File: src/dsos_params.svh
`ifndef DSOS_PARAMS_SVH
`define DSOS_PARAMS_SVH

// ----------------------------------------------------------------
// function codes
// ----------------------------------------------------------------
`define DSOS_FC_RUNNING        8'h00
`define DSOS_FC_ZERO_SPEED     8'h01
`define DSOS_FC_AGREE_CMD      8'h02
`define DSOS_FC_AGREE_SET      8'h03
`define DSOS_FC_DETECT_LOW     8'h04
`define DSOS_FC_DETECT_HIGH    8'h05
`define DSOS_FC_READY          8'h06
`define DSOS_FC_UNDERVOLT      8'h07
`define DSOS_FC_BASE_BLOCK     8'h08
`define DSOS_FC_OPER_SPEED     8'h09
`define DSOS_FC_OPER_RUN       8'h0A
`define DSOS_FC_TORQUE         8'h0B
`define DSOS_FC_REF_LOSS       8'h0C
`define DSOS_FC_BRAKE_HOT      8'h0D
`define DSOS_FC_MAJOR_FAULT    8'h0E
`define DSOS_FC_MINOR_FAULT    8'h10
`define DSOS_FC_RESET_CMD      8'h11
`define DSOS_FC_TIMER          8'h12
`define DSOS_FC_REVERSE_OPEN   8'h17
`define DSOS_FC_RESTART        8'h18
`define DSOS_FC_HEAT_PREALARM  8'h20
`define DSOS_FC_ENABLE         8'h38
`define DSOS_FC_RUN_WAIT       8'h39
`define DSOS_FC_FAN_FAIL       8'h3D

// ----------------------------------------------------------------
// reset selections
// ----------------------------------------------------------------
`define DSOS_FIRST_SEL_RST     8'h00
`define DSOS_SECOND_SEL_RST    8'h0A

// ----------------------------------------------------------------
// reference loss timing
// ----------------------------------------------------------------
`define DSOS_LOSS_WINDOW_MS    400
`define DSOS_CLK_KHZ           100000
`define DSOS_LOSS_WINDOW_CYC   (`DSOS_LOSS_WINDOW_MS * `DSOS_CLK_KHZ)
`define DSOS_LOSS_DROP_PCT     90
`define DSOS_PCT_FULL          100

`endif

File: src/dsos_pkg.sv
package dsos_pkg;
    typedef logic [7:0] dsos_code_t;
endpackage

File: src/dsos_top.sv
`timescale 1ns/1ps
`include "dsos_params.svh"

module dsos_top #(
    parameter int SW                = 16,
    parameter int LOSS_WINDOW_CYC   = `DSOS_LOSS_WINDOW_CYC
) (
    input  wire logic                clk,
    input  wire logic                rst_n,
    input  wire dsos_pkg::dsos_code_t first_output_function_select,
    input  wire dsos_pkg::dsos_code_t second_output_function_select,
    input  wire logic                run_command,
    input  wire logic                voltage_output,
    input  wire logic [SW-1:0]       output_speed,
    input  wire logic [SW-1:0]       speed_command,
    input  wire logic [SW-1:0]       analog_reference,
    input  wire logic [SW-1:0]       minimum_frequency_setting,
    input  wire logic [SW-1:0]       speed_detection_level,
    input  wire logic [SW-1:0]       speed_agreement_bandwidth,
    input  wire logic                fault_present,
    input  wire logic                programming_mode,
    input  wire logic                bus_undervoltage,
    input  wire logic                speed_source_keypad,
    input  wire logic                run_source_keypad,
    input  wire logic                torque_over_level,
    input  wire logic                reference_loss_enable,
    input  wire logic                brake_overheat,
    input  wire logic                major_fault,
    input  wire logic                minor_fault,
    input  wire logic                reset_command,
    input  wire logic                timer_output,
    input  wire logic                reverse_run,
    input  wire logic                restart_active,
    input  wire logic                heatsink_prealarm,
    input  wire logic                drive_enable,
    input  wire logic                run_delay_wait,
    input  wire logic                fan_failure,
    output logic                     first_contact_output,
    output logic                     second_contact_output,
    output logic                     reference_lost
);
    import dsos_pkg::*;

    // ----------------------------------------------------------------
    // speed comparisons
    // ----------------------------------------------------------------
    function automatic logic within_band(input logic [SW-1:0] a, input logic [SW-1:0] b,
                                         input logic [SW-1:0] bw);
        logic [SW-1:0] d;
        d = (a > b) ? a - b : b - a;
        return d <= bw;
    endfunction

    wire logic [SW:0] level_up   = {1'b0, speed_detection_level} + {1'b0, speed_agreement_bandwidth};
    wire logic [SW:0] level_dn   = (speed_detection_level > speed_agreement_bandwidth)
                                 ? {1'b0, speed_detection_level - speed_agreement_bandwidth} : '0;
    wire logic        zero_speed = output_speed < minimum_frequency_setting;
    wire logic        agree_cmd  = within_band(output_speed, speed_command, speed_agreement_bandwidth);
    wire logic        agree_set  = within_band(output_speed, speed_detection_level, speed_agreement_bandwidth)
                                 && within_band(speed_command, speed_detection_level,
                                                speed_agreement_bandwidth);

    logic det_low_r;
    logic det_high_r;
    wire logic det_low_nxt  = ({1'b0, output_speed} <= {1'b0, speed_detection_level}) ? 1'b1
                            : ({1'b0, output_speed} > level_up) ? 1'b0 : det_low_r;
    wire logic det_high_nxt = ({1'b0, output_speed} >= {1'b0, speed_detection_level}) ? 1'b1
                            : ({1'b0, output_speed} < level_dn) ? 1'b0 : det_high_r;

    // ----------------------------------------------------------------
    // reference loss: drop of 90% against value held at window start
    // ----------------------------------------------------------------
    logic [31:0]   win_cnt_r;
    logic [SW-1:0] ref_base_r;
    logic          loss_r;
    wire  logic    win_end    = (win_cnt_r >= 32'(LOSS_WINDOW_CYC - 1));
    wire  logic [SW+7:0] ref_x100  = (SW+8)'(analog_reference) * (SW+8)'(`DSOS_PCT_FULL);
    wire  logic [SW+7:0] base_x10  = (SW+8)'(ref_base_r)
                                   * (SW+8)'(`DSOS_PCT_FULL - `DSOS_LOSS_DROP_PCT);
    wire  logic    drop_seen  = (ref_base_r != '0) && (ref_x100 <= base_x10);
    wire  logic    loss_nxt   = reference_loss_enable && (drop_seen || (loss_r && analog_reference <= ref_base_r));

    // ----------------------------------------------------------------
    // status conditions gathered into one vector
    // ----------------------------------------------------------------
    // the selector reads this vector as an argument, so a change of any
    // status input re-evaluates both contacts, not only a code change
    localparam int NCOND = 24;

    wire logic [NCOND-1:0] cond;

    assign cond[0]  = run_command || voltage_output;
    assign cond[1]  = zero_speed;
    assign cond[2]  = agree_cmd;
    assign cond[3]  = agree_set;
    assign cond[4]  = det_low_nxt;
    assign cond[5]  = det_high_nxt;
    assign cond[6]  = !fault_present && !programming_mode;
    assign cond[7]  = bus_undervoltage;
    assign cond[8]  = !voltage_output;
    assign cond[9]  = speed_source_keypad;
    assign cond[10] = run_source_keypad;
    assign cond[11] = torque_over_level;
    assign cond[12] = loss_nxt;
    assign cond[13] = brake_overheat;
    assign cond[14] = major_fault;
    assign cond[15] = minor_fault;
    assign cond[16] = reset_command;
    assign cond[17] = timer_output;
    assign cond[18] = !reverse_run;
    assign cond[19] = restart_active;
    assign cond[20] = heatsink_prealarm;
    assign cond[21] = drive_enable;
    assign cond[22] = run_delay_wait;
    assign cond[23] = fan_failure;

    // ----------------------------------------------------------------
    // function code selection
    // ----------------------------------------------------------------
    function automatic logic pick(input dsos_code_t code, input logic [NCOND-1:0] c);
        unique case (code)
            `DSOS_FC_RUNNING:       return c[0];
            `DSOS_FC_ZERO_SPEED:    return c[1];
            `DSOS_FC_AGREE_CMD:     return c[2];
            `DSOS_FC_AGREE_SET:     return c[3];
            `DSOS_FC_DETECT_LOW:    return c[4];
            `DSOS_FC_DETECT_HIGH:   return c[5];
            `DSOS_FC_READY:         return c[6];
            `DSOS_FC_UNDERVOLT:     return c[7];
            `DSOS_FC_BASE_BLOCK:    return c[8];
            `DSOS_FC_OPER_SPEED:    return c[9];
            `DSOS_FC_OPER_RUN:      return c[10];
            `DSOS_FC_TORQUE:        return c[11];
            `DSOS_FC_REF_LOSS:      return c[12];
            `DSOS_FC_BRAKE_HOT:     return c[13];
            `DSOS_FC_MAJOR_FAULT:   return c[14];
            `DSOS_FC_MINOR_FAULT:   return c[15];
            `DSOS_FC_RESET_CMD:     return c[16];
            `DSOS_FC_TIMER:         return c[17];
            `DSOS_FC_REVERSE_OPEN:  return c[18];
            `DSOS_FC_RESTART:       return c[19];
            `DSOS_FC_HEAT_PREALARM: return c[20];
            `DSOS_FC_ENABLE:        return c[21];
            `DSOS_FC_RUN_WAIT:      return c[22];
            `DSOS_FC_FAN_FAIL:      return c[23];
            default:                return 1'b0;
        endcase
    endfunction

    // ----------------------------------------------------------------
    // per contact selection
    // ----------------------------------------------------------------
    wire dsos_code_t contact_sel [2];
    wire logic       contact_nxt [2];

    assign contact_sel[0] = first_output_function_select;
    assign contact_sel[1] = second_output_function_select;

    genvar gi;
    generate
        for (gi = 0; gi < 2; gi++)
        begin : g_contact
            assign contact_nxt[gi] = pick(contact_sel[gi], cond);
        end
    endgenerate

    // ----------------------------------------------------------------
    // speed detection hysteresis state
    // ----------------------------------------------------------------
    always_ff @(posedge clk)
    begin
        if (!rst_n)
        begin
            det_low_r <= 1'b1;
        end
        else
        begin
            det_low_r <= det_low_nxt;
        end
    end

    always_ff @(posedge clk)
    begin
        if (!rst_n)
        begin
            det_high_r <= 1'b0;
        end
        else
        begin
            det_high_r <= det_high_nxt;
        end
    end

    // ----------------------------------------------------------------
    // reference loss window and base sample
    // ----------------------------------------------------------------
    always_ff @(posedge clk)
    begin
        if (!rst_n)
        begin
            win_cnt_r <= '0;
        end
        else
        begin
            win_cnt_r <= win_end ? '0 : win_cnt_r + 32'd1;
        end
    end

    always_ff @(posedge clk)
    begin
        if (!rst_n)
        begin
            ref_base_r <= '0;
        end
        else
        begin
            ref_base_r <= win_end ? analog_reference : ref_base_r;
        end
    end

    // ----------------------------------------------------------------
    // reference loss flag
    // ----------------------------------------------------------------
    always_ff @(posedge clk)
    begin
        if (!rst_n)
        begin
            loss_r <= 1'b0;
        end
        else
        begin
            loss_r <= loss_nxt;
        end
    end

    always_ff @(posedge clk)
    begin
        if (!rst_n)
        begin
            reference_lost <= 1'b0;
        end
        else
        begin
            reference_lost <= loss_nxt;
        end
    end

    // ----------------------------------------------------------------
    // contact outputs
    // ----------------------------------------------------------------
    always_ff @(posedge clk)
    begin
        if (!rst_n)
        begin
            first_contact_output <= 1'b0;
        end
        else
        begin
            first_contact_output <= contact_nxt[0];
        end
    end

    always_ff @(posedge clk)
    begin
        if (!rst_n)
        begin
            second_contact_output <= 1'b0;
        end
        else
        begin
            second_contact_output <= contact_nxt[1];
        end
    end
endmodule

File: config.mk
export PLATFORM = sky130hd
export DESIGN_NAME = dsos_top
export DESIGN_NICKNAME = d
export VERILOG_FILES = /design/src/dsos_pkg.sv /design/src/dsos_top.sv
export VERILOG_INCLUDE_DIRS = /design/src
export SDC_FILE = /design/constraint.sdc
export NUM_CORES = 1
export LEC_CHECK = 0
export BUFFER_PORTS_ARGS = -buffer_cell sky130_fd_sc_hd__buf_4
export CAP_MARGIN = 0
export CORE_MARGIN = 1
export CORE_UTILIZATION = 29
export DETAILED_ROUTE_END_ITERATION = 10
export PLACE_DENSITY = 0.48
export SLEW_MARGIN = 25
export SYNTH_ARGS = -nofsm -noshare
export SYNTH_HDL_FRONTEND = slang
export SYNTH_SLANG_ARGS = --single-unit
File: constraint.sdc
create_clock -name clk -period 6.6 [get_ports clk]
set_input_delay 1.32 -clock clk [delete_from_list [all_inputs] [get_ports clk]]
set_output_delay 1.32 -clock clk [all_outputs]
set_load 0.005 [all_outputs]
# Word level (Yosys, flattened, before mapping)
# Index checks and enable logic that the tools add are counted.
[op_classes] bitwise=1 n_reduce_logical=15 order_cmp=15 eq_ne=46 addsub=9 n_mul=2 muxes=10
[op_table] cell="equality test 8 x 4 -> 1 bit, second input constant" n=14
[op_table] cell="subtractor 16 bit" n=7
[op_table] cell="equality test 8 x 5 -> 1 bit, second input constant" n=10
[op_table] cell="<= comparator 16 bit" n=5
[op_table] cell="equality test 8 x 3 -> 1 bit, second input constant" n=8
[op_table] cell="equality test 8 x 6 -> 1 bit, second input constant" n=8
[op_table] cell="greater-than comparator 16 bit" n=4
[op_table] cell="2-to-1 mux 16 bit" n=4
[op_table] cell="case mux 1 bit (24 select lines)" n=2
[op_table] cell="adder 32 x 1 -> 32 bit, second input constant" n=1
[op_table] cell="equality test 8 x 2 -> 1 bit, second input constant" n=4
[op_table] cell="greater-or-equal comparator 32 x 26 -> 1 bit, second input constant" n=1
[op_table] cell="less-than comparator 16 bit" n=2
[op_table] cell="<= comparator 23 x 20 -> 1 bit" n=1
[op_table] cell="multiplier 16 x 5 -> 21 bit, second input constant" n=1
[op_table] cell="multiplier 16 x 3 -> 19 bit, second input constant" n=1
[op_table] cell="adder 16 x 16 -> 17 bit" n=1
[op_table] cell="greater-than comparator 16 x 17 -> 1 bit" n=1
[op_table] cell="equality test 8 x 1 -> 1 bit, second input constant" n=2
[op_table] cell="greater-or-equal comparator 16 bit" n=1
[op_table] cell="zero test 8 bit" n=2
[op_table] cell="nonzero test 16 bit" n=1
[op_table] cell="logical AND 1 bit" n=5
[op_table] cell="zero test 1 bit" n=4
[op_table] cell="other kinds (4)" n=8
[word_totals] out_inout_bits=3 word_cells=105 regBits=53 input_bits=134

# Depth between registers and ports, before layout
[logic_depth] depth_word=6 mapped_depth=24 depth_no_buf=23

# Least setup slack after synthesis
# Ideal clock, no wire load.
[synth_path] path_type="input to register" start="input output_speed[0]" end="register second_contact_output" cell_stages=24 arrival_time_ns=5.558 slack_ns=0.968 n_path_buf=2 setup_ns=0.074 required_ns=6.526 cell_sequence="inv_1 ha_1 inv_1 fa_1 a21o_1 a22oi_1 a21oi_1 a221o_1 and4_1 nor2_1 buf_2 buf_2 mux2i_1 xnor2_1 ha_1 and4_1 nand4_1 or3_1 a21boi_0 o41ai_1 o21ai_0 o211ai_1 a211oi_1 a31oi_1"
[synth_between] elab_chain_cells=5 word_cells_on_any_way=21 classes_between="add/sub (4); order compare (9); mux (7); reduce/logical (1)"
[synth_rtl] item="start, declared" line_no="dsos_top.sv:14" source="input wire logic [SW-1:0] output_speed,"
[synth_rtl] item="subtractor 16 bit or greater-than comparator 16 bit (tied branches)" line_no="dsos_top.sv:50" source="d = (a > b) ? a - b : b - a;"
[synth_rtl] item="2-to-1 mux 16 bit" line_no="dsos_top.sv:50"
[synth_rtl] item="<= comparator 16 bit" line_no="dsos_top.sv:51" source="return d <= bw;"
[synth_rtl] item="logical AND 1 bit" line_no="dsos_top.sv:60" source="&& within_band(speed_command, speed_detection_level,"
[synth_rtl] item="case mux 1 bit (24 select lines) (*)" line_no="dsos_top.sv:121" source="unique case (code)"
[synth_rtl] item="end signal, assigned" line_no="dsos_top.sv:271" source="second_contact_output <= contact_nxt[1];"
[synth_rtl] item="end, declared" line_no="dsos_top.sv:39" source="output logic second_contact_output,"
# Mark *: on every way between the ends. The rest lies on a longest branch, timed or not.
# A chain may end at the register's enable or synchronous reset.

# Worst setup path in the final report
# Ends and elaborated chain as after synthesis.

==> qor.yml <==
htree_num_levels: 2
cts.reportedPaths.clkPinSlew_ps: 70
cp.arrival_ps: 6390
die_x_um: 219
p_per_area_nw_per_um2: 141
cts_tree: "built"
synth.most_common_cell: "ha_1"
finalHoldViolCount: 0
start_util_pct: 29.4
grt_max_degree: 26
ys_warn_count: 0
cpMostUsedCell: "a21oi_1"
post-route-drc-count: 0
clock-skew-final_ps: 12.1
crit_family: "compound AO/OA/AOI/OAI gates"
setup-tns-final_ps: 0
numCtsBuffers: 5
peakVddDrop_v: 0.0000965
critPathKind: "input pin to register"
gp_congestion: 0.937
fin_crit_ps: 6170
async_flop_share_pct: 0
report.final.slew_viol_count: 0
dp.cells: 2507
worst_slew_pin_slew_ps: 777
drv_cap: 0
leakage_nw: 7.52
cp_slowest_stage_delay_ps: 420
cp.required_ps: 6820
dieArea_um2: 48100
cts-resized-gates: 0
clock_latency_ps: 290
postCtsHoldBufs: 0
coreArea_um2: 46600
layoutNonFillerInstCount: 2515
ys_seq_area_share_pct: 7.75
critPathCaptureType: "register"
critPathLaunchType: "input pin"
setup_viol: 0
root_buffer: "clkbuf_16"
crit_buf_inv: 5
cts.path.max_buffers: 2
drt_wl_total_mm: 44.1
pwr-share-comb_pct: 72.6
grt_pass1_vias: 12600
status: "finished clean"
ys.flop_type: "dfxtp_1"
firstDrtPassIters: 6
crit_path_max_fanout: 12
p_int_mw: 1.17
vias_per_cell: 5.23
fmax_mhz: 162
design_area_um2: 15600
ys_top_cells_by_area: "ha_1 31%, dfxtp_1 7.7%, inv_1 5.3%"
grt_usage_pct: 18.0
synth_top_area_share_pct: 30.5
cts_sinks: 53
power_frac_clock_pct: 11.9
grt_pass1_wl_mm: 68.5
synth_area_um2: 13700
yosys.area.top_type: "ha_1"
holdWs_ps: 458
syn_to_final_growth_pct: 13.9
slowest_stage: "a21oi_1"
rows: 79
num_antenna_cells: 0
syn_inst: 1787
antenna_found_initial: 0
finalCritPeriodShare_pct: 93.5
post_cts_buffers: 0
total_power_mw: 2.20
place_hpwl_mm: 38.2
seqPwrFrac_pct: 15.5
synth_cell_types: 77
ys_ff_latch: 53
vias: 13200
hp-class: "register to register"
synth_edf_count: 0
num_io_pins: 137
first_iter_violations: 1022
rsz0062_at_grt: "no"
io_buffers: 136
wl_per_cell_um: 17.5
drive_gt1_share_pct: 10.4
die_h_um: 219
power.switching_mw: 1.03
synth_commonest_cells: "334 x ha_1, 194 x inv_1, 142 x a21oi_1, 130 x nor2_1, 117 x nand2_1"
grt.overflow.total: 0
drtAntennaViolNets: 0
sw_frac_of_total_pct: 46.8
maxSlewHeadroom_pct: 46.8
placed_cell_area_um2: 15500
synth.avg_cell_area_um2: 7.67
nNetsFinal: 2395
[worst paths after layout]
| check | start | end | slack (ps) | depth (start not counted) |
|---|---|---|---|---|
| worst max-delay path | output_speed[0] | second_contact_output | 430 | 26 |
| worst min-delay path | win_cnt_r[0] | win_cnt_r[0] | 460 | 1 |
| worst max register to register | ref_base_r[4] | first_contact_output | 1330 | 20 |
| worst min register to register | win_cnt_r[0] | win_cnt_r[0] | 460 | 1 |
[per-layer routing]
metal / global-route usage (%) / part of all wire (%)
met3: 1.22 / 4.1
met4: 3.45 / 1.9
met5: 0 / 0
met2: 28.6 / 43
met1: 26.4 / 51
[state kept, by name (all words and copies together), names as in the netlist]
register	cells
reference_lost	1
det_low_r	1
first_contact_output	1
det_high_r	1
ref_base_r	16
win_cnt_r	32
second_contact_output	1
[power groups by stage]
stage,Clock (mW),Sequential [mW],Combinational [mW]
detailed placement,0,0.349,1.59
floorplan,0,0.343,1.12
global route,0.286,0.343,1.81
finish,0.263,0.341,1.60
global placement,0,0.349,1.57
CTS,0.274,0.341,1.60
[area by class of cell]
type	count	area (um^2)
Clock buffer	5	125
Timing Repair Buffer	162	1230
Inverter	195	732
Fill cell	4934	30900
Tap cell	607	759
Multi-Input combinational cell	1490	11700
Sequential cell	53	1060
Clock inverter	3	22.5
[kinds of logic (layout without fill, tap and decap cells)]
| group | count (synthesis) | count (layout) | share of synthesized area, % |
|---|---|---|---|
| and+or+nand+nor | 503 | 503 | 18.0 |
| AOI/OAI and AO/OA | 461 | 461 | 22.3 |
| adders and majority gates | 354 | 354 | 33.4 |
| buffers and inverters | 249 | 365 | 7.30 |
| xor gates and xnor gates | 113 | 113 | 7.23 |
| muxes | 53 | 53 | 3.92 |
| DFF | 53 | 53 | 7.75 |
| other | 1 | 6 | 0.0274 |
[metrics by stage]
stage	utilization, %	setup WS, ps
CTS	33.5	505
floorplan	-	968
global placement	33.2	271
detailed placement	33.2	202
global route	33.5	137
finish	33.5	432
[cells in the final DEF (no fill, tap or decap), types with 56 or more instances in the layout]
master     n
nor2_1   129
buf_4    161
o21ai_0   66
a21o_1    58
xnor2_1   61
nand3_1   56
a21oi_1  142
inv_1    194
nand2_1  117
ha_1     334
Power figures use the tool's default switching activity.
